--- src/flash_host_defs.svh ---
// constants for the byte-mode flash command host: register map, command codes, timing.
// assumes a 25 MHz clock and a flash part wired in byte mode with 21 address lines.
`ifndef FLASH_HOST_DEFS_SVH
`define FLASH_HOST_DEFS_SVH

// ****************************************
// register map (byte offsets)
// ****************************************
`define REG_CTRL        5'h00
`define REG_ADDR        5'h04
`define REG_WDATA       5'h08
`define REG_STATUS      5'h0c
`define REG_RDATA       5'h10

// ****************************************
// status bit positions
// ****************************************
`define ST_BUSY         0
`define ST_READY        1
`define ST_BYPASS       2
`define ST_IDMODE       3
`define ST_SUSPENDED    4
`define ST_REFUSED      5
`define ST_TIMEOUT      6
`define ST_CFI          7
`define ST_SECSIL       8
`define ST_WIDTH        9
`define DQ_TIMEOUT_BIT  5

// ****************************************
// cycle addresses and command codes
// ****************************************
`define A_UNLOCK1       21'h0_0aaa
`define A_UNLOCK2       21'h0_0555
`define A_CFI           21'h0_00aa
`define A_ZERO          21'h0_0000
`define ID_MAKER_OFS    21'h0_0000
`define ID_PART_OFS1    21'h0_0002
`define ID_PART_OFS2    21'h0_001c
`define ID_PART_OFS3    21'h0_001e
`define ID_SECT_OFS     21'h0_0004
`define ID_SECSIL_OFS   21'h0_0044
`define SECT_MSB        20
`define SECT_LSB        16
`define C_UNLOCK1       8'haa
`define C_UNLOCK2       8'h55
`define C_RESET         8'hf0
`define C_IDENT         8'h90
`define C_SECSIL        8'h88
`define C_ZERO          8'h00
`define C_PROGRAM       8'ha0
`define C_BYPASS        8'h20
`define C_ERASE         8'h80
`define C_CHIP          8'h10
`define C_SECT          8'h30
`define C_SUSPEND       8'hb0
`define C_RESUME        8'h30
`define C_CFI           8'h98

// ****************************************
// timing
// ****************************************
`define CLK_MHZ         25
`define CLK_NS          40
`define T_WP_NS         120
`define T_RD_NS         200
`define T_SUSP_US       15
`define WP_CYC          ((`T_WP_NS + `CLK_NS - 1) / `CLK_NS)
`define RD_CYC          ((`T_RD_NS + `CLK_NS - 1) / `CLK_NS)
`define SUSP_CYC        (`T_SUSP_US * `CLK_MHZ)

`endif

--- src/flash_host_pkg.sv ---
// types shared by the flash command host: operations, states, bus steps, pin bundle.
// assumes flash_host_defs.svh is on the include path.
package flash_host_pkg;

  // host operations launched by a write to the control register
  typedef enum logic [3:0] {
    OP_READ, OP_RESET, OP_ID_MAKER, OP_ID_PART, OP_ID_SECT, OP_ID_SECSIL, OP_SS_ENTER, OP_SS_EXIT,
    OP_PROG, OP_BYP_ENTER, OP_BYP_EXIT, OP_CHIP_ERASE, OP_SECT_ERASE, OP_SUSPEND, OP_RESUME, OP_CFI
  } op_t;

  // pin sequencer states, gray along idle-setup-strobe-hold
  typedef enum logic [2:0] {
    ST_IDLE   = 3'b000,
    ST_SETUP  = 3'b001,
    ST_STROBE = 3'b011,
    ST_HOLD   = 3'b010,
    ST_SUSP   = 3'b110
  } seq_state_t;

  // one bus cycle of a command sequence
  typedef struct packed {
    logic [20:0] addr;
    logic [7:0]  data;
    logic        rd;
    logic        last;
  } step_t;

  // outputs toward the flash pins
  typedef struct packed {
    logic        ce_n;
    logic        we_n;
    logic        oe_n;
    logic [20:0] addr;
    logic [7:0]  dq_o;
    logic        dq_oe;
  } flash_out_t;

endpackage

--- src/flash_host_ctrl.sv ---
// host controller that drives a byte-mode boot-sector flash through its pins.
// assumes an avalon-mm master on clk, and a flash whose ready/busy line is pulled up externally.
//
// How it works
// - unlock cycles drive only low bits AAA/555; upper address bits are driven zero.
// - a plain read op is one read cycle, no unlock writes first.
// - reset op writes F0 once; leaves identification and cfi modes.
// - identification ops write AA@AAA, 55@555, 90@AAA, then read.
// - the part code is fetched with three read cycles.
// - secured region entry writes AA, 55, 88.
// - secured region exit writes AA, 55, 90, then 00.
// - program writes AA, 55, A0, then data; address held across the whole strobe.
// - bypass entry writes AA, 55, 20; bypass programs need it first.
// - in bypass, program is A0 then the data write.
// - bypass is left only by 90 then 00.
// - erase writes AA, 55, 80, AA, 55, then 10 at AAA or 30 at the sector.
// - suspend is one write of B0.
//
// Local design decisions: register access over Avalon-MM and the register offsets.
`timescale 1ns/1ps
`default_nettype none

module flash_host_ctrl
  import flash_host_pkg::*;
(
  input  wire logic        clk,
  input  wire logic        rst_b,
  input  wire logic [4:0]  avs_address,
  input  wire logic        avs_read,
  input  wire logic        avs_write,
  input  wire logic [31:0] avs_writedata,
  output logic      [31:0] avs_readdata,
  output logic             avs_waitrequest,
  output flash_out_t       flash_o,
  input  wire logic [7:0]  flash_dq_i,
  input  wire logic        flash_ready_busy_n_i
);

`include "flash_host_defs.svh"

  // ****************************************
  // declarations
  // ****************************************
  seq_state_t  state_q;
  op_t         op_q;
  logic [2:0]  step_q;
  logic [8:0]  cnt_q;
  logic [20:0] addr_q;
  logic [7:0]  wdata_q;
  logic [23:0] rdata_q;
  logic        byp_q, id_q, susp_q, erasing_q, cfi_q, ss_q, refused_q, tmo_q;
  logic [7:0]  dq_sync;
  logic        rb_sync;
  logic        bus_take, ctrl_wr, refuse, busy;
  logic        rb_prev_q;
  logic [8:0]  susp_run_q;
  logic [`ST_WIDTH-1:0] status;
  step_t       cur;
  op_t         new_op;

  // pin inputs cross in through the three-stage synchroniser
  pin_sync #(.W(9)) u_sync (
    .clk   (clk),
    .rst_b (rst_b),
    .pin_i ({flash_ready_busy_n_i, flash_dq_i}),
    .val_q ({rb_sync, dq_sync})
  );

  // ****************************************
  // command sequence table
  // ****************************************
  function automatic step_t mk(logic [20:0] a, logic [7:0] d, logic rd, logic last);
    step_t r;
    r.addr = a;
    r.data = d;
    r.rd   = rd;
    r.last = last;
    return r;
  endfunction

  function automatic step_t seq_step(op_t op, logic [2:0] s, logic byp, logic [20:0] a, logic [7:0] d);
    step_t      r;
    logic       unl;
    logic [2:0] j;
    unl = !(op inside {OP_READ, OP_RESET, OP_SUSPEND, OP_RESUME, OP_CFI, OP_BYP_EXIT}) &&
          !(op == OP_PROG && byp);
    j = unl ? s - 3'd2 : s;
    r = mk(`A_ZERO, `C_ZERO, 1'b0, 1'b1);
    if (unl && s == 3'd0) begin
      r = mk(`A_UNLOCK1, `C_UNLOCK1, 1'b0, 1'b0);
    end else if (unl && s == 3'd1) begin
      r = mk(`A_UNLOCK2, `C_UNLOCK2, 1'b0, 1'b0);
    end else begin
      unique case (op)
        OP_READ:       r = mk(a, `C_ZERO, 1'b1, 1'b1);
        OP_RESET:      r = mk(`A_ZERO, `C_RESET, 1'b0, 1'b1);
        OP_ID_MAKER, OP_ID_PART, OP_ID_SECT, OP_ID_SECSIL: begin
          if (j == 3'd0) begin
            r = mk(`A_UNLOCK1, `C_IDENT, 1'b0, 1'b0);
          end else if (op == OP_ID_MAKER) begin
            r = mk(`ID_MAKER_OFS, `C_ZERO, 1'b1, 1'b1);
          end else if (op == OP_ID_SECSIL) begin
            r = mk(`ID_SECSIL_OFS, `C_ZERO, 1'b1, 1'b1);
          end else if (op == OP_ID_SECT) begin
            r = mk(`ID_SECT_OFS | {a[`SECT_MSB:`SECT_LSB], 16'h0000}, `C_ZERO, 1'b1, 1'b1);
          end else begin
            unique case (j)
              3'd1:    r = mk(`ID_PART_OFS1, `C_ZERO, 1'b1, 1'b0);
              3'd2:    r = mk(`ID_PART_OFS2, `C_ZERO, 1'b1, 1'b0);
              default: r = mk(`ID_PART_OFS3, `C_ZERO, 1'b1, 1'b1);
            endcase
          end
        end
        OP_SS_ENTER:   r = mk(`A_UNLOCK1, `C_SECSIL, 1'b0, 1'b1);
        OP_SS_EXIT:    r = (j == 3'd0) ? mk(`A_UNLOCK1, `C_IDENT, 1'b0, 1'b0)
                                       : mk(`A_ZERO, `C_ZERO, 1'b0, 1'b1);
        OP_PROG:       r = (j == 3'd0) ? mk(byp ? `A_ZERO : `A_UNLOCK1, `C_PROGRAM, 1'b0, 1'b0)
                                       : mk(a, d, 1'b0, 1'b1);
        OP_BYP_ENTER:  r = mk(`A_UNLOCK1, `C_BYPASS, 1'b0, 1'b1);
        OP_BYP_EXIT:   r = (j == 3'd0) ? mk(`A_ZERO, `C_IDENT, 1'b0, 1'b0)
                                       : mk(`A_ZERO, `C_ZERO, 1'b0, 1'b1);
        OP_CHIP_ERASE, OP_SECT_ERASE: begin
          unique case (j)
            3'd0:    r = mk(`A_UNLOCK1, `C_ERASE, 1'b0, 1'b0);
            3'd1:    r = mk(`A_UNLOCK1, `C_UNLOCK1, 1'b0, 1'b0);
            3'd2:    r = mk(`A_UNLOCK2, `C_UNLOCK2, 1'b0, 1'b0);
            default: r = (op == OP_CHIP_ERASE) ? mk(`A_UNLOCK1, `C_CHIP, 1'b0, 1'b1)
                                               : mk(a, `C_SECT, 1'b0, 1'b1);
          endcase
        end
        OP_SUSPEND:    r = mk(`A_ZERO, `C_SUSPEND, 1'b0, 1'b1);
        OP_RESUME:     r = mk(`A_ZERO, `C_RESUME, 1'b0, 1'b1);
        OP_CFI:        r = mk(`A_CFI, `C_CFI, 1'b0, 1'b1);
      endcase
    end
    return r;
  endfunction

  // ****************************************
  // register bus decode
  // ****************************************
  // one wait cycle per access; the request is acted on at the edge waitrequest is seen low
  assign bus_take = (avs_read || avs_write) && !avs_waitrequest;
  assign ctrl_wr  = bus_take && avs_write && avs_address == `REG_CTRL;
  assign busy     = state_q != ST_IDLE;
  assign new_op   = op_t'(avs_writedata[3:0]);
  assign cur      = seq_step(op_q, step_q, byp_q, addr_q, wdata_q);

  // ops that the part would not take in its present mode never reach the pins
  always_comb begin
    refuse = busy;
    if (byp_q && !(new_op inside {OP_READ, OP_PROG, OP_BYP_EXIT, OP_SUSPEND, OP_RESUME})) begin
      refuse = 1'b1;
    end
    if (new_op == OP_BYP_EXIT && !byp_q) begin
      refuse = 1'b1;
    end
    if (new_op == OP_SUSPEND && !erasing_q) begin
      refuse = 1'b1;
    end
    if (new_op == OP_RESUME && !susp_q) begin
      refuse = 1'b1;
    end
    if (new_op == OP_CFI && (byp_q || susp_q || erasing_q)) begin
      refuse = 1'b1;
    end
    if (susp_q && new_op inside {OP_CHIP_ERASE, OP_SECT_ERASE}) begin
      refuse = 1'b1;
    end
  end

  assign status = {ss_q, cfi_q, tmo_q, refused_q, susp_q, id_q, byp_q, rb_sync, busy};

  // waitrequest and read data come from flops, answer one cycle after the request
  always_ff @(posedge clk) begin
    if (!rst_b) begin
      avs_waitrequest <= 1'b1;
      avs_readdata    <= 32'h0000_0000;
    end else begin
      avs_waitrequest <= !((avs_read || avs_write) && avs_waitrequest);
      unique case (avs_address)
        `REG_CTRL:   avs_readdata <= {28'h000_0000, op_q};
        `REG_ADDR:   avs_readdata <= {11'h000, addr_q};
        `REG_WDATA:  avs_readdata <= {24'h00_0000, wdata_q};
        `REG_STATUS: avs_readdata <= {23'h00_0000, status};
        `REG_RDATA:  avs_readdata <= {8'h00, rdata_q};
        default:     avs_readdata <= 32'h0000_0000;
      endcase
    end
  end

  // address and write data registers
  always_ff @(posedge clk) begin
    if (!rst_b) begin
      addr_q  <= `A_ZERO;
      wdata_q <= `C_ZERO;
    end else if (bus_take && avs_write && !busy) begin
      if (avs_address == `REG_ADDR) begin
        addr_q <= avs_writedata[20:0];
      end
      if (avs_address == `REG_WDATA) begin
        wdata_q <= avs_writedata[7:0];
      end
    end
  end

  // refused flag: write one to clear, a new refusal in the same cycle wins
  always_ff @(posedge clk) begin
    if (!rst_b) begin
      refused_q <= 1'b0;
    end else if (ctrl_wr && refuse) begin
      refused_q <= 1'b1;
    end else if (bus_take && avs_write && avs_address == `REG_STATUS && avs_writedata[`ST_REFUSED]) begin
      refused_q <= 1'b0;
    end
  end

  // ****************************************
  // pin sequencer
  // ****************************************
  always_ff @(posedge clk) begin
    if (!rst_b) begin
      state_q <= ST_IDLE;
      op_q    <= OP_READ;
      step_q  <= 3'd0;
      cnt_q   <= 9'd0;
      flash_o <= '{ce_n: 1'b1, we_n: 1'b1, oe_n: 1'b1, addr: `A_ZERO, dq_o: `C_ZERO, dq_oe: 1'b0};
    end else begin
      unique case (state_q)
        ST_IDLE: begin
          if (ctrl_wr && !refuse) begin
            op_q    <= new_op;
            step_q  <= 3'd0;
            state_q <= ST_SETUP;
          end
        end
        // address, chip select low and the falling strobe are all driven at the same edge
        ST_SETUP: begin
          flash_o.ce_n  <= 1'b0;
          flash_o.addr  <= cur.addr;
          flash_o.dq_o  <= cur.data;
          flash_o.dq_oe <= !cur.rd;
          flash_o.we_n  <= cur.rd;
          flash_o.oe_n  <= !cur.rd;
          cnt_q         <= cur.rd ? 9'(`RD_CYC) : 9'(`WP_CYC);
          state_q       <= ST_STROBE;
        end
        ST_STROBE: begin
          if (cnt_q == 9'd1) begin
            flash_o.we_n <= 1'b1;
            flash_o.oe_n <= 1'b1;
            state_q      <= ST_HOLD;
          end else begin
            cnt_q <= cnt_q - 9'd1;
          end
        end
        // data and chip select stay one cycle past the rising strobe, then release
        ST_HOLD: begin
          flash_o.ce_n  <= 1'b1;
          flash_o.dq_oe <= 1'b0;
          if (!cur.last) begin
            step_q  <= step_q + 3'd1;
            state_q <= ST_SETUP;
          end else if (op_q == OP_SUSPEND) begin
            cnt_q   <= 9'(`SUSP_CYC);
            state_q <= ST_SUSP;
          end else begin
            state_q <= ST_IDLE;
          end
        end
        // the part may need the full halt time before it answers again
        ST_SUSP: begin
          if (cnt_q == 9'd1) begin
            state_q <= ST_IDLE;
          end
          cnt_q <= cnt_q - 9'd1;
        end
      endcase
    end
  end

  // read data capture; part code bytes shift in, the oldest on top
  always_ff @(posedge clk) begin
    if (!rst_b) begin
      rdata_q <= 24'h00_0000;
      tmo_q   <= 1'b0;
    end else if (state_q == ST_STROBE && cur.rd && cnt_q == 9'd1) begin
      rdata_q <= (op_q == OP_ID_PART) ? {rdata_q[15:0], dq_sync} : {16'h0000, dq_sync};
      tmo_q   <= dq_sync[`DQ_TIMEOUT_BIT];
    end
  end

  // ready pin history; the synchronised pin lags the strobe, so a level test would end an erase at once
  always_ff @(posedge clk) begin
    if (!rst_b) begin
      rb_prev_q <= 1'b1;
    end else begin
      rb_prev_q <= rb_sync;
    end
  end

  // ****************************************
  // mode tracking, updated as the last cycle of a sequence ends; the erase flag clears on the rising ready pin
  // ****************************************
  always_ff @(posedge clk) begin
    if (!rst_b) begin
      byp_q     <= 1'b0;
      id_q      <= 1'b0;
      susp_q    <= 1'b0;
      erasing_q <= 1'b0;
      cfi_q     <= 1'b0;
      ss_q      <= 1'b0;
    end else begin
      if (erasing_q && !susp_q && rb_sync && !rb_prev_q) begin
        erasing_q <= 1'b0;                                              // part reports ready again
      end
      if (state_q == ST_HOLD && cur.last) begin
        unique case (op_q)
          OP_RESET: begin
            id_q  <= 1'b0;
            cfi_q <= 1'b0;
          end
          OP_ID_MAKER, OP_ID_PART, OP_ID_SECT, OP_ID_SECSIL: id_q <= 1'b1;
          OP_SS_ENTER:   ss_q      <= 1'b1;
          OP_SS_EXIT:    ss_q      <= 1'b0;
          OP_BYP_ENTER:  byp_q     <= 1'b1;
          OP_BYP_EXIT:   byp_q     <= 1'b0;
          OP_SECT_ERASE: erasing_q <= 1'b1;
          OP_SUSPEND:    susp_q    <= 1'b1;
          OP_RESUME:     susp_q    <= 1'b0;
          OP_CFI:        cfi_q     <= 1'b1;
          default:       cfi_q     <= cfi_q;
        endcase
      end
    end
  end

  // ****************************************
  // checks
  // ****************************************
  // cycles spent in the halt wait, counted so the wait length can be checked without a long delay
  always_ff @(posedge clk) begin
    if (!rst_b) begin
      susp_run_q <= 9'd0;
    end else if (state_q == ST_SUSP) begin
      susp_run_q <= susp_run_q + 9'd1;
    end else if (state_q == ST_HOLD) begin
      susp_run_q <= 9'd0;
    end
  end

  AST_STROBE_EXCL: assert property (@(posedge clk) disable iff (!rst_b)
    !(!flash_o.we_n && !flash_o.oe_n)) else $error("write and read strobe low together");
  AST_NO_CONTENTION: assert property (@(posedge clk) disable iff (!rst_b)
    flash_o.dq_oe |-> flash_o.oe_n) else $error("data driven while output enabled");
  AST_UNLOCK_FIRST: assert property (@(posedge clk) disable iff (!rst_b)
    (state_q == ST_SETUP && step_q == 3'd0 && op_q inside {OP_ID_MAKER, OP_SS_ENTER, OP_CHIP_ERASE})
    |=> flash_o.addr == `A_UNLOCK1 && flash_o.dq_o == `C_UNLOCK1) else $error("bad first unlock cycle");
  AST_RESET_CODE: assert property (@(posedge clk) disable iff (!rst_b)
    (state_q == ST_SETUP && op_q == OP_RESET) |=> !flash_o.we_n[*3] ##1 flash_o.we_n && flash_o.dq_o == `C_RESET)
    else $error("reset write malformed");
  AST_ADDR_HELD: assert property (@(posedge clk) disable iff (!rst_b)
    (!flash_o.we_n && $past(!flash_o.we_n)) |-> $stable(flash_o.addr)) else $error("address moved in strobe");
  AST_DATA_PAST_RISE: assert property (@(posedge clk) disable iff (!rst_b)
    $rose(flash_o.we_n) |-> flash_o.dq_oe && $stable(flash_o.dq_o) ##1 !flash_o.dq_oe)
    else $error("write data not held over strobe rise");
  AST_BYPASS_SHORT: assert property (@(posedge clk) disable iff (!rst_b)
    (state_q == ST_SETUP && op_q == OP_PROG && byp_q && step_q == 3'd0) |=> flash_o.dq_o == `C_PROGRAM)
    else $error("bypass program does not start with program code");
  AST_SUSP_WAIT: assert property (@(posedge clk) disable iff (!rst_b)
    (state_q == ST_HOLD && op_q == OP_SUSPEND) |=> state_q == ST_SUSP)
    else $error("suspend halt wait not entered");
  AST_SUSP_LEN: assert property (@(posedge clk) disable iff (!rst_b)
    (state_q != ST_SUSP && $past(state_q) == ST_SUSP) |-> state_q == ST_IDLE && susp_run_q == 9'(`SUSP_CYC))
    else $error("suspend halt wait wrong length");
  AST_BUS_ANSWER: assert property (@(posedge clk) disable iff (!rst_b)
    (avs_read || avs_write) && avs_waitrequest |=> !avs_waitrequest) else $error("bus answer late");
  AST_RESUME_ONLY_SUSP: assert property (@(posedge clk) disable iff (!rst_b)
    (ctrl_wr && new_op == OP_RESUME && !susp_q) |=> state_q == ST_IDLE && refused_q)
    else $error("resume issued while not suspended");

endmodule

`default_nettype wire

--- src/pin_sync.sv ---
// three-stage synchroniser for pins coming from outside the clock domain.
// assumes the pin may change at any time; the value is taken once stages two and three agree.
`timescale 1ns/1ps
`default_nettype none

module pin_sync #(
  parameter int W = 1
) (
  input  wire logic         clk,
  input  wire logic         rst_b,
  input  wire logic [W-1:0] pin_i,
  output logic      [W-1:0] val_q
);

  logic [W-1:0] s1_q;
  logic [W-1:0] s2_q;
  logic [W-1:0] s3_q;

  // ****************************************
  // stages; the first stage feeds only the second
  // ****************************************
  always_ff @(posedge clk) begin
    if (!rst_b) begin
      s1_q <= '0;
      s2_q <= '0;
      s3_q <= '0;
    end else begin
      s1_q <= pin_i;
      s2_q <= s1_q;
      s3_q <= s2_q;
    end
  end

  // accept a change only when it has settled over two stages
  always_ff @(posedge clk) begin
    if (!rst_b) begin
      val_q <= '0;
    end else if (s2_q == s3_q) begin
      val_q <= s3_q;
    end
  end

endmodule

`default_nettype wire

--- config.mk ---
export PLATFORM = sky130hd
export DESIGN_NAME = flash_host_ctrl
export DESIGN_NICKNAME = d
export VERILOG_FILES = /design/src/flash_host_pkg.sv /design/src/flash_host_ctrl.sv /design/src/pin_sync.sv
export VERILOG_INCLUDE_DIRS = /design/src /design/src/src
export SDC_FILE = /design/constraint.sdc
export NUM_CORES = 1
export LEC_CHECK = 0
export CAP_MARGIN = 5
export CORE_ASPECT_RATIO = 0.75
export CORE_MARGIN = 3
export CORE_UTILIZATION = 50
export CTS_CLUSTER_SIZE = 24
export DETAILED_ROUTE_END_ITERATION = 10
export DONT_BUFFER_PORTS = 1
export PLACE_DENSITY = 0.63
export SLEW_MARGIN = 20
export SYNTH_ARGS = -nofsm -noshare
export SYNTH_HDL_FRONTEND = slang
export SYNTH_SLANG_ARGS = --single-unit
--- constraint.sdc ---
create_clock -name clk -period 3.2 [get_ports clk]
set_input_delay 0.16 -clock clk [delete_from_list [all_inputs] [get_ports clk]]
set_output_delay 0.16 -clock clk [all_outputs]
set_load 0.1 [all_outputs]
Word level (Yosys, flattened, before mapping)
Cells that the tools add are included.

operators by class
  mux-type cells = 51
  reductions and logical operators = 74
  add/subtract/negate cells = 3
  equal/unequal tests = 42

operator list
  cell                number
  $pmux 31 s12        1
  $mux 31             8
  $pmux 24 s5         1
  $pmux 31 s3         1
  $eq 4x4->1 const B  15
  $pmux 9 s4          1
  $pmux 15 s2         1
  $mux 3              9
  $mux 9              3
  $logic_and 1x1->1   25
  $mux 24             1
  $mux 22             1
  $reduce_bool 2->1   10
  $reduce_and 2->1    9
  $eq 4x3->1 const B  4
  $pmux 3 s5          1
  $ne 2x2->1 const B  7
  $pmux 1 s2          7
  $logic_not 1->1     12
  $mux 12             1
  $mux 1              11
  $eq 5x4->1 const B  2
  $mux 10             1
  $eq 3x1->1 const B  3
  other kinds (26)    35

storage, ports and cells
  output and inout port bits = 66
  register bits = 183
  input port bits = 50

Depth between registers and ports, before layout
Gate-level depths: netlist of the first run.

  depth in word-level cells = 16
  gate-level depth with buffers = 10
  gate-level depth less buffers = 8

Cells and area by module
A second synthesis of the first run with hierarchy kept.

unflattened totals
  cells, all modules = 919
  area, all modules = 7,920.1 um^2

by module, submodules not included
  module           cells each  area an instance (um^2)  instances
  flash_host_ctrl  811         6,734.0                  1
  pin_sync         108         1,186.1                  1

Worst setup path before layout of the first run
Ideal clock, no wire load.

  path kind = register to register
  start point = register op_q[3]
  end point = register flash_o[5] in the netlist's numbering
  path buffers = 1
  setup time = 0.119 ns
  arrival = 2.098 ns
  slack = 0.984 ns
  required time = 3.081 ns
  stages on the path, launching flop included = 9
  cells stage by stage = dfxtp_1 -> buf_4 -> or3_1 -> nand2_1 -> nor2_2 -> nor3_1 -> nor2_1 -> a2111o_1 -> o221a_2

on the way
  longest elaborated chain between the ends = 10
  elaborated cells between the ends (all ways) = 40
  those cells by class = eq/ne: 17; mux: 12; reduce/logical: 11

RTL lines
  element                                                        line                                          source
  start: declaration                                             flash_host_ctrl.sv:45                         op_t op_q;
  start signal: assignment                                       flash_host_ctrl.sv:232                        op_q <= new_op;
  $eq 4x1->1, or another cell as far along                       flash_host_ctrl.sv:85, flash_host_ctrl.sv:94
  $reduce_bool 6->1 / $logic_and 1x1->1 (equally long branches)  flash_host_ctrl.sv:85, flash_host_ctrl.sv:86
  $logic_not 1->1, on equally long branches                      flash_host_ctrl.sv:85, flash_host_ctrl.sv:86
  $logic_and 1x1->1                                              flash_host_ctrl.sv:85                         unl = !(op inside {OP_READ, OP_RESET, OP_SUSPEND, OP_RESUME, OP_CFI, OP_BYP_EXIT}) &&
  $mux 3                                                         flash_host_ctrl.sv:87                         j = unl ? s - 3'd2 : s;
  $eq 3x2->1, or another cell as far along                       flash_host_ctrl.sv:123                        unique case (j)
  $pmux 31 s3, or another cell as far along                      flash_host_ctrl.sv:123
  $pmux 31 s12                                                   flash_host_ctrl.sv:94                         unique case (op)
  $mux 31                                                        flash_host_ctrl.sv:91                         end else if (unl && s == 3'd1) begin
  $mux 31 (*)                                                    flash_host_ctrl.sv:89                         if (unl && s == 3'd0) begin
  end signal: assignment                                         flash_host_ctrl.sv:227                        flash_o <= '{ce_n: 1'b1, we_n: 1'b1, oe_n: 1'b1, addr: `A_ZERO, dq_o: `C_ZERO, dq_oe: 1'b0};
  end: declaration                                               flash_host_ctrl.sv:34                         output flash_out_t flash_o,

Every way passes the cells marked *; elsewhere a longest branch is shown, timed or not.
A chain may end at the register's enable or synchronous reset.

Worst setup path in the final report of the first run
  start point = register op_q[2]
  end point = register byp_q

on the way
  longest elaborated chain between the ends = 16
  elaborated cells between the ends (all ways) = 45
  those cells by class = eq/ne: 17; mux: 14; reduce/logical: 14

RTL lines
  element                                                        line                                            source
  $eq 4x1->1, or another cell as far along                       flash_host_ctrl.sv:85, flash_host_ctrl.sv:94
  $reduce_bool 6->1 / $logic_and 1x1->1 (equally long branches)  flash_host_ctrl.sv:85, flash_host_ctrl.sv:86
  $logic_not 1->1, on equally long branches                      flash_host_ctrl.sv:85, flash_host_ctrl.sv:86
  $logic_and 1x1->1                                              flash_host_ctrl.sv:85
  $mux 3                                                         flash_host_ctrl.sv:87
  $eq 3x2->1 / $eq 3x1->1 (equally long branches)                flash_host_ctrl.sv:107, flash_host_ctrl.sv:123
  $pmux 15 s2                                                    flash_host_ctrl.sv:107                          unique case (j)
  $mux 31                                                        flash_host_ctrl.sv:104                          end else if (op == OP_ID_SECT) begin
  $mux 31                                                        flash_host_ctrl.sv:102                          end else if (op == OP_ID_SECSIL) begin
  $mux 31                                                        flash_host_ctrl.sv:100                          end else if (op == OP_ID_MAKER) begin
  $mux 31                                                        flash_host_ctrl.sv:98                           if (j == 3'd0) begin
  $pmux 31 s12                                                   flash_host_ctrl.sv:94
  $mux 31                                                        flash_host_ctrl.sv:91
  $mux 31                                                        flash_host_ctrl.sv:89
  $logic_and 1x1->1                                              flash_host_ctrl.sv:317                          if (state_q == ST_HOLD && cur.last) begin
  $reduce_and 2->1 (no line)                                     -
  end signal: assignment                                         flash_host_ctrl.sv:307                          byp_q <= 1'b0;
  end signal: assignment                                         flash_host_ctrl.sv:326                          OP_BYP_ENTER: byp_q <= 1'b1;
  end signal: assignment                                         flash_host_ctrl.sv:327                          OP_BYP_EXIT: byp_q <= 1'b0;
  end: declaration                                               flash_host_ctrl.sv:51                           logic byp_q, id_q, susp_q, erasing_q, cfi_q, ss_q, refused_q, tmo_q;

Parallel ways exist; a longest one is shown, timed or not.

==> results.py, run 1 <==
metrics = {
    "placement": {
        "portBuffers": 0,
        "place.gp.congestion": 0.9527,
        "hpwlAfterDp_um": 17340,
        "placed_cell_area_mm2": 0.008563,
    },
    "routing": {
        "viasPerCell": 6.070,
        "dr.pass1.iters": 7,
        "num_vias": 7296,
        "drt_wl_total_um": 24050,
        "drtAntennaViolNets": 0,
        "avgRoutedWirePerCell_um": 20.01,
        "drcViolationCount": 0,
        "drtIter0Drc": 710,
    },
    "synthesis": {
        "synth-edff-count": 0,
        "ys_ff_latch": 174,
        "synth_top_cell_area_share_pct": 42.46,
        "ys_warn_count": 0,
        "ys_seq_area_share_pct": 42.46,
        "yosysMostFrequentCell": "dfxtp_1",
        "yosys.area.top_type": "dfxtp_1",
        "synthCells": 946,
        "synth_cell_types": 80,
        "async_reset_ff_share_pct": 0,
        "synth_ff_type": "dfxtp_1",
        "synth_area_leaders": "dfxtp_1 (42%), mux2i_1 (4.8%), nand2_1 (4.4%), nor2b_1 (4.2%), nor2_1 (3.5%)",
        "syn_avg_cell_area_um2": 8.671,
        "syn_area_mm2": 0.008203,
        "yosys-top-cells-count": "dfxtp_1 (174), nand2_1 (96), nor2_1 (76), nor2b_1 (55)",
    },
    "critical_path": {
        "path_depth": 8,
        "path_max_fanout": 18,
        "path_class": "flop to flop",
        "cp_num_buf_inv": 1,
        "end_kind": "flop",
        "crit_path_max_incr_delay_ns": 0.52,
        "critical-path-slowest-cell": "dfxtp_1",
        "cp.arrival_ns": 3.05,
        "path_cells": "buf_4 -> nor3_4 -> nor2_1 -> nand2_4 -> a32oi_4 -> a22oi_4 -> a2111oi_0 -> o32ai_1",
        "reg2regPathDepth": 8,
        "cp-start-kind": "flop",
        "cp_top_family": "compound AO/OA/AOI/OAI gates",
        "required_ns": 3.49,
    },
    "sta": {
        "worst-slew-pin-transition_ns": 1.056,
        "relSlewSlack_pct": 29.36,
        "setup_tns_ns": 0,
        "rsz0062_at_grt": "no",
        "finalHoldViolCount": 0,
        "fin_crit_sh_pct": 86.46,
        "setup_viol": 0,
        "drv_slew": 0,
        "fin_crit_ns": 2.767,
        "fmax_ghz": 0.3614,
        "fin_skew_ns": 0.01367,
    },
    "power": {
        "ir_drop_v": 0.0003456,
        "finalPower_mw": 4.593,
        "internal-power_mw": 3.420,
        "leakage_nw": 3.579,
        "clkPwrFrac_pct": 47.0,
        "power_frac_seq_pct": 47.9,
        "switchingPower_mw": 1.173,
        "combPwrFrac_pct": 5.1,
        "power_density_mw_per_mm2": 480.5,
        "p_sw_share_pct": 25.54,
    },
    "global_routing": {
        "grt_start_max_net_pins": 153,
        "grt_pass1_wl_um": 38150,
        "antenna_found_initial": 1,
        "grt_remaining_overflow": 0,
        "track_usage_pct": 26.80,
        "grt_pass1_vias": 6764,
    },
    "clock_tree": {
        "root_buffer": "clkbuf_16",
        "tritoncts": "built",
        "clock_sinks": 174,
        "postCtsSetupBuffers": 0,
        "clkTransAtPathRegs_ns": 0.08,
        "clk_latency_ns": 0.43,
        "postCtsHoldBufs": 34,
        "cts_buffers": 17,
        "htree_levels": 4,
        "clockBufferDepth": 2,
        "cts_resized": 0,
    },
    "floorplan": {
        "die-area_mm2": 0.01799,
        "boundaryPins": 116,
        "die_w_um": 153.9,
        "start_util_pct": 52.37,
        "dieHeight_um": 116.9,
        "design.core.area_mm2": 0.01566,
        "placementRows": 39,
    },
    "finish": {
        "nets": 1038,
        "drive_gt1_share_pct": 11.14,
        "fin_area_mm2": 0.009559,
        "area_delta_synth_final_pct": 16.53,
        "fillCellCount": 1360,
    },
    "min_path": {
        "hold_path.class": "primary input to flop",
        "hold_depth": 3,
    },
    "run_status": {
        "status": "finished clean",
    },
    "flow_run": {
        "maxCapViolations": 0,
    },
}
-- layer usage --
| metal | up-vias | routed length [µm] | track usage (%) |
|---|---|---|---|
| met5 | - | 0 | 0 |
| met4 | 0 | 259 | 6.647 |
| met3 | 28 | 2231 | 6.101 |
| met2 | 349 | 10230 | 39.33 |
| met1 | 3486 | 11330 | 40.05 |
| li1 | 3433 | - | - |
-- kinds of logic after synthesis --
family	share of synthesized area [%]
adders and majority gates	0.7627
xor gates and xnor gates	0.9610
and+or+nand+nor	22.41
buffers and inverters	4.835
other	0.04572
AOI/OAI and AO/OA	23.76
muxes	4.759
DFF	42.46
-- state kept, by name (all words and copies together) (netlist names), 3 cells and up --
name,count
addr_q,21
avs_readdata,24
cnt_q,9
flash_o,33
op_q,4
rdata_q,24
state_q,3
step_q,3
u_sync.s1_q,9
u_sync.s2_q,9
u_sync.s3_q,9
u_sync.val_q,9
wdata_q,8
-- stage by stage --
step | util, % | cells | setup WS, ns | hold slack [ns]
2_1_floorplan | - | 953 | 0.9835 | 0.2759
3_3_place_gp | 54.67 | 1135 | 0.5527 | 0.2675
3_5_place_dp | 54.67 | 1135 | 0.5243 | 0.2635
6_report | 61.03 | 1202 | 0.4332 | 0.03924
5_1_grt | 61.03 | 1202 | 0.2250 | 0.03303
4_1_cts | 61.01 | 1201 | 0.4955 | 0.02597
-- power groups by stage --
stage | clock network, mW | registers, mW | logic, mW
2_1_floorplan | 0 | 2.26 | 0.160
3_3_place_gp | 0 | 2.25 | 0.166
3_5_place_dp | 0 | 2.25 | 0.169
4_1_cts | 2.20 | 2.20 | 0.233
5_1_grt | 2.27 | 2.20 | 0.251
6_report | 2.16 | 2.20 | 0.235
-- area by class of cell --
type,instances,area [µm²],share of cell area [%]
repair buffers,86,760.7,7.958
diodes,1,2.502,0.02618
inverters,14,52.55,0.5497
well taps,205,256.5,2.683
multi-input cells,690,4368,45.69
flip-flops and latches,174,3483,36.44
clock buffers,17,425.4,4.450
clock inverters,15,210.2,2.199
-- path summary, 6_finish.rpt --
check / to / start / slack (ns)
worst max register to register: byp_q / op_q[2] / 0.43
worst min register to register: u_sync.s2_q[4] / u_sync.s1_q[4] / 0.44
worst max-delay path: byp_q / op_q[2] / 0.43
worst min-delay path: avs_readdata[0] / avs_address[3] / 0.04
-- placed cells by master (no fill, tap or decap), types with 10 or more instances in the layout --
master / n
nor3_1: 15
and2_1: 37
a221oi_1: 10
and3_1: 15
o21ai_0: 53
nor2_1: 76
inv_1: 13
a21boi_0: 27
a21oi_1: 45
dfxtp_1: 174
buf_4: 51
nor2b_1: 55
mux2i_1: 39
o21a_1: 19
dlygate4sd3_1: 33
nand3_1: 28
nand2_1: 96
a22oi_1: 17
clkbuf_16: 17
nand2b_1: 18
-- tightest hold or removal path: stages --
cell and delay (ns):
nor2_1 0.08, a211o_1 0.10, a21oi_1 0.07
No activity file was read; power rests on OpenSTA's default activity.
==> inputs of run 2 (changes only) <==
--- a/config.mk
+++ b/config.mk
@@ -6,6 +6,7 @@
 export SDC_FILE = /design/constraint.sdc
 export NUM_CORES = 1
 export LEC_CHECK = 0
+export ABC_CLOCK_PERIOD_IN_PS = 3200
 export CAP_MARGIN = 5
 export CORE_ASPECT_RATIO = 0.75
 export CORE_MARGIN = 3
@@ -14,6 +15,7 @@
 export DETAILED_ROUTE_END_ITERATION = 10
 export DONT_BUFFER_PORTS = 1
 export PLACE_DENSITY = 0.63
+export REMOVE_ABC_BUFFERS = 1
 export SLEW_MARGIN = 20
 export SYNTH_ARGS = -nofsm -noshare
 export SYNTH_HDL_FRONTEND = slang
==> run 2 against run 1 <==
  * Global-route usage is essentially flat
  * Power shrank 3.6%
  * Register-to-register slack lost 0.04 ns
  * Worst hold slack is essentially flat
  * Routed wire length grew 4.1%
  * Largest cell class unchanged
  * Largest power group unchanged
  * Highest routed layer unchanged
==> results.py, run 2 (same netlist as run 1, synthesis figures left out) <==
metrics = {
    "run_status": {
        "status": "finished clean",
    },
    "sta": {
        "fin_crit_sh_pct": 87.86,
        "finalHoldViolCount": 0,
        "rsz0062_at_grt": "no",
        "fin_crit_ns": 2.812,
        "drv_slew": 0,
        "fin_skew_ns": 0.01364,
        "setup_viol": 0,
        "relSlewSlack_pct": 30.68,
        "worst-slew-pin-transition_ns": 1.040,
        "fmax_ghz": 0.3557,
        "setup_tns_ns": 0,
    },
    "floorplan": {
        "placementRows": 39,
        "design.core.area_mm2": 0.01566,
        "start_util_pct": 52.37,
        "die_w_um": 153.9,
        "die-area_mm2": 0.01799,
        "dieHeight_um": 116.9,
        "boundaryPins": 116,
    },
    "finish": {
        "area_delta_synth_final_pct": 15.36,
        "largest_register_ffs": 33,
        "regMostFlops": "flash_o",
        "final_cell_mix": "dfxtp_1 (174), nand2_1 (96), nor2_1 (76)",
        "drive_gt1_share_pct": 10.48,
        "fin_area_mm2": 0.009463,
        "layout_commonest_cell": "dfxtp_1",
        "fin_cells": 1197,
        "num_antenna_cells": 0,
        "largestRegisters": "flash_o x33, avs_readdata x24, rdata_q x24",
        "nets": 1034,
        "fin_util_pct": 60.41,
    },
    "placement": {
        "dpl.cell_count": 1130,
        "place.gp.congestion": 0.9672,
        "portBuffers": 0,
        "placed_cell_area_mm2": 0.008538,
        "hpwlAfterDp_um": 17490,
    },
    "clock_tree": {
        "postCtsSetupBuffers": 0,
        "clockBufferDepth": 2,
        "root_buffer": "clkbuf_16",
        "cts_resized": 0,
        "postCtsHoldBufs": 35,
        "clock_sinks": 174,
        "htree_levels": 4,
        "clk_latency_ns": 0.43,
        "tritoncts": "built",
        "clkTransAtPathRegs_ns": 0.07,
        "cts_buffers": 17,
    },
    "global_routing": {
        "grt_start_max_net_pins": 153,
        "grt_remaining_overflow": 0,
        "grt_pass1_vias": 6647,
        "antenna_found_initial": 1,
        "track_usage_pct": 26.81,
        "grt_pass1_wl_um": 37760,
    },
    "critical_path": {
        "required_ns": 3.55,
        "path_max_fanout": 14,
        "cp-start-kind": "flop",
        "end_kind": "flop",
        "path_class": "flop to flop",
        "cp.arrival_ns": 3.16,
    },
    "routing": {
        "num_vias": 7233,
        "viasPerCell": 6.043,
        "drt_wl_total_um": 25030,
        "drtIter0Drc": 618,
        "drcViolationCount": 0,
        "drtAntennaViolNets": 0,
        "avgRoutedWirePerCell_um": 20.91,
        "dr.pass1.iters": 8,
    },
    "flow_run": {
        "maxCapViolations": 0,
    },
    "power": {
        "power_density_mw_per_mm2": 467.7,
        "leakage_nw": 3.525,
        "ir_drop_v": 0.0003840,
    },
    "min_path": {
        "hold_path.class": "primary input to flop",
    },
}
## run 2: final cells by class
class	instances	area [µm²]
Timing Repair Buffer	82	745.7
Sequential cell	174	3483
Clock buffer	19	432.9
Inverter	14	52.55
Multi-Input combinational cell	690	4368
Clock inverter	13	123.9
Tap cell	205	256.5
Fill cell	1321	6201
## run 2: path summary, 6_finish.rpt
kind	end	cells past startpoint	slack [ns]	startpoint
max	flash_o[24]	8	0.39	op_q[3]
min	avs_readdata[6]	4	0.04	avs_address[3]
max reg2reg	flash_o[24]	8	0.39	op_q[3]
min reg2reg	u_sync.s2_q[2]	1	0.44	u_sync.s1_q[2]
## run 2: power by group
group | internal (mW) | total [mW] | switching (mW)
sequential | 2.18 | 2.20 | 0.0170
clock | 1.03 | 1.98 | 0.954
combinational | 0.0884 | 0.240 | 0.151
## run 2: stage by stage
stage	hold slack (ns)	setup slack, ns	total power, mW
floorplan	0.2219	-0.2851	2.388
global placement	0.2437	0.5198	2.419
detailed placement	0.2560	0.4720	2.423
CTS	0.02512	0.4659	4.437
global route	0.06011	0.2162	4.534
finish	0.03940	0.3885	4.426
## run 2: worst max-delay path, stage by stage, from the launching register on
cell     delay [ns]
dfxtp_1        0.69
buf_4          0.34
inv_1          0.18
nor2_1         0.17
nand2_1        0.10
a31oi_1        0.54
a311o_1        0.40
a32oi_1        0.15
nor2b_1        0.16
## run 2: layer usage
metal / track usage [%] / share of wire [%] / up-vias
met4: 5.588 / 1.1 / 0
met1: 38.93 / 47 / 3466
li1: - / - / 3420
met5: 0 / 0 / -
met3: 6.836 / 9.2 / 22
met2: 40.67 / 42 / 325
==> inputs of run 3 (changes only) <==
--- a/config.mk
+++ b/config.mk
@@ -6,7 +6,7 @@
 export SDC_FILE = /design/constraint.sdc
 export NUM_CORES = 1
 export LEC_CHECK = 0
-export ABC_CLOCK_PERIOD_IN_PS = 3200
+export ABC_CLOCK_PERIOD_IN_PS = 2500
 export CAP_MARGIN = 5
 export CORE_ASPECT_RATIO = 0.75
 export CORE_MARGIN = 3
@@ -14,7 +14,7 @@
 export CTS_CLUSTER_SIZE = 24
 export DETAILED_ROUTE_END_ITERATION = 10
 export DONT_BUFFER_PORTS = 1
-export PLACE_DENSITY = 0.63
+export PLACE_DENSITY = 0.66
 export REMOVE_ABC_BUFFERS = 1
 export SLEW_MARGIN = 20
 export SYNTH_ARGS = -nofsm -noshare
==> constraint.sdc (replaced) <==
create_clock -name clk -period 2.5 [get_ports clk]
set_input_delay 0.125 -clock clk [delete_from_list [all_inputs] [get_ports clk]]
set_output_delay 0.125 -clock clk [all_outputs]
set_load 0.1 [all_outputs]
==> run 3 against run 2 <==
  * Sequential share of layout area fell by 2.3 points
  * Highest routed layer is now met5
  * Largest cell class unchanged
  * Non-clock buffer count rose by 77
  * Design area rose by 6.9%
  * Core utilization rose by 4.2 points
  * Final cell count rose by 6.5%
  * Die area did not move
  * Power rose by 32%
==> results.py, run 3 (same netlist as run 1, synthesis figures left out) <==
metrics = {
    "run_status": {
        "status": "finished clean",
    },
    "critical_path": {
        "cp-start-kind": "flop",
        "required_ns": 2.81,
        "path_max_fanout": 6,
        "reg2reg_slack_ns": 0.10,
        "end_kind": "flop",
        "cp.arrival_ns": 2.71,
        "path_class": "flop to flop",
    },
    "placement": {
        "hpwlAfterDp_um": 17010,
        "portBuffers": 0,
        "placed_cell_area_mm2": 0.009104,
        "place.gp.congestion": 1.009,
        "pre_cts_ws_ns": 0.05967,
    },
    "clock_tree": {
        "clockBufferDepth": 2,
        "clkTransAtPathRegs_ns": 0.08,
        "tritoncts": "built",
        "clock_sinks": 174,
        "cts_buffers": 17,
        "clk_latency_ns": 0.44,
        "htree_levels": 4,
        "root_buffer": "clkbuf_16",
    },
    "power": {
        "power_density_mw_per_mm2": 576.0,
        "ir_drop_v": 0.0004714,
        "leakage_nw": 3.936,
        "finalPower_mw": 5.825,
    },
    "floorplan": {
        "die-area_mm2": 0.01799,
        "die_w_um": 153.9,
        "start_util_pct": 52.37,
        "design.core.area_mm2": 0.01566,
        "boundaryPins": 116,
        "placementRows": 39,
        "dieHeight_um": 116.9,
    },
    "finish": {
        "fillCellCount": 1358,
        "regMostFlops": "flash_o",
        "area_delta_synth_final_pct": 23.29,
        "multi_input_area_mm2": 0.004398,
        "final-seq-area_mm2": 0.003487,
        "largest_register_ffs": 33,
        "layout_commonest_cell": "dfxtp_1",
        "fin_area_mm2": 0.01011,
        "drive_gt1_share_pct": 17.77,
        "nets": 1111,
        "largestRegisters": "flash_o x33, avs_readdata x24, rdata_q x24",
        "final_cell_mix": "dfxtp_1 (171), buf_4 (124), nand2_1 (96)",
    },
    "sta": {
        "rsz0062_at_grt": "yes",
        "fmax_ghz": 0.4172,
        "fin_crit_sh_pct": 95.88,
        "worst-slew-pin-transition_ns": 0.9665,
        "finalHoldViolCount": 0,
        "setup_viol": 0,
        "fin_skew_ns": 0.01325,
        "fin_crit_ns": 2.397,
        "relSlewSlack_pct": 35.48,
        "fin_ws_ns": 0.1031,
        "drv_slew": 0,
    },
    "global_routing": {
        "grt_pass1_vias": 6611,
        "grt_start_max_net_pins": 153,
        "track_usage_pct": 27.27,
        "antenna_found_initial": 2,
        "grt_pass1_wl_um": 38250,
        "grt_remaining_overflow": 0,
    },
    "routing": {
        "viasPerCell": 5.796,
        "dr.pass1.iters": 5,
        "drtAntennaViolNets": 0,
        "drt_wl_total_um": 24410,
        "num_vias": 7390,
        "avgRoutedWirePerCell_um": 19.15,
        "drtIter0Drc": 639,
        "drcViolationCount": 0,
    },
    "flow_run": {
        "maxCapViolations": 0,
    },
    "min_path": {
        "hold_path.class": "primary input to flop",
    },
}
run 3: path summary, 6_finish.rpt:
check        depth (start not counted)            from         endpoint
max                                  7         op_q[1]            byp_q
min                                  4  avs_address[3]  avs_readdata[5]
max reg2reg                          7         op_q[1]            byp_q
min reg2reg                          1  u_sync.s1_q[2]   u_sync.s2_q[2]
run 3: worst max-delay path: stages (launching register included):
cell and delay [ns]:
dfxtp_1 0.35, buf_4 0.15, o311ai_4 0.46, nand2_4 0.15, a32oi_4 0.43, a22oi_4 0.15
a2111oi_1 0.43, o32ai_1 0.15
run 3: layout make-up:
class,count,share of cell area [%]
flip-flops and latches,174,34.48
inverters,14,0.5196
clock inverters,15,1.806
repair buffers,159,12.94
well taps,205,2.536
clock buffers,17,4.206
diodes,1,0.02474
multi-input cells,690,43.49
run 3: per-layer routing:
layer,up-vias,routed length (µm),GRT usage (%)
li1,3564,-,-
met4,2,380,8.294
met5,-,7,0
met1,3481,11880,40.87
met3,27,2391,7.277
met2,316,9751,38.19
run 3: timing repair:
| action | in CTS | in global routing |
|---|---|---|
| resized for setup | 0 | 9 |
| buffers inserted | 0 | 1 |
| hold endpoints to repair | 149 | 0 |
| setup endpoints to repair | 0 | 21 |
| hold buffers | 34 | 0 |
run 3: metrics by stage:
| stage | utilization [%] | hold slack (ns) | TNS, ns | cells |
|---|---|---|---|---|
| detailed placement | 58.12 | 0.2196 | 0 | 1207 |
| global route | 64.57 | 0.03273 | -0.05693 | 1275 |
| CTS | 64.29 | 0.004836 | 0 | 1273 |
| floorplan | - | 0.1869 | -29.18 | 878 |
| global placement | 58.12 | 0.2068 | 0 | 1207 |
| finish | 64.57 | 0.007418 | 0 | 1275 |
run 3: power by group:
group          internal (mW)  total [mW]  switching [mW]
registers               2.80        2.81          0.0142
clock network           1.37        2.69            1.33
logic                  0.120       0.321           0.201
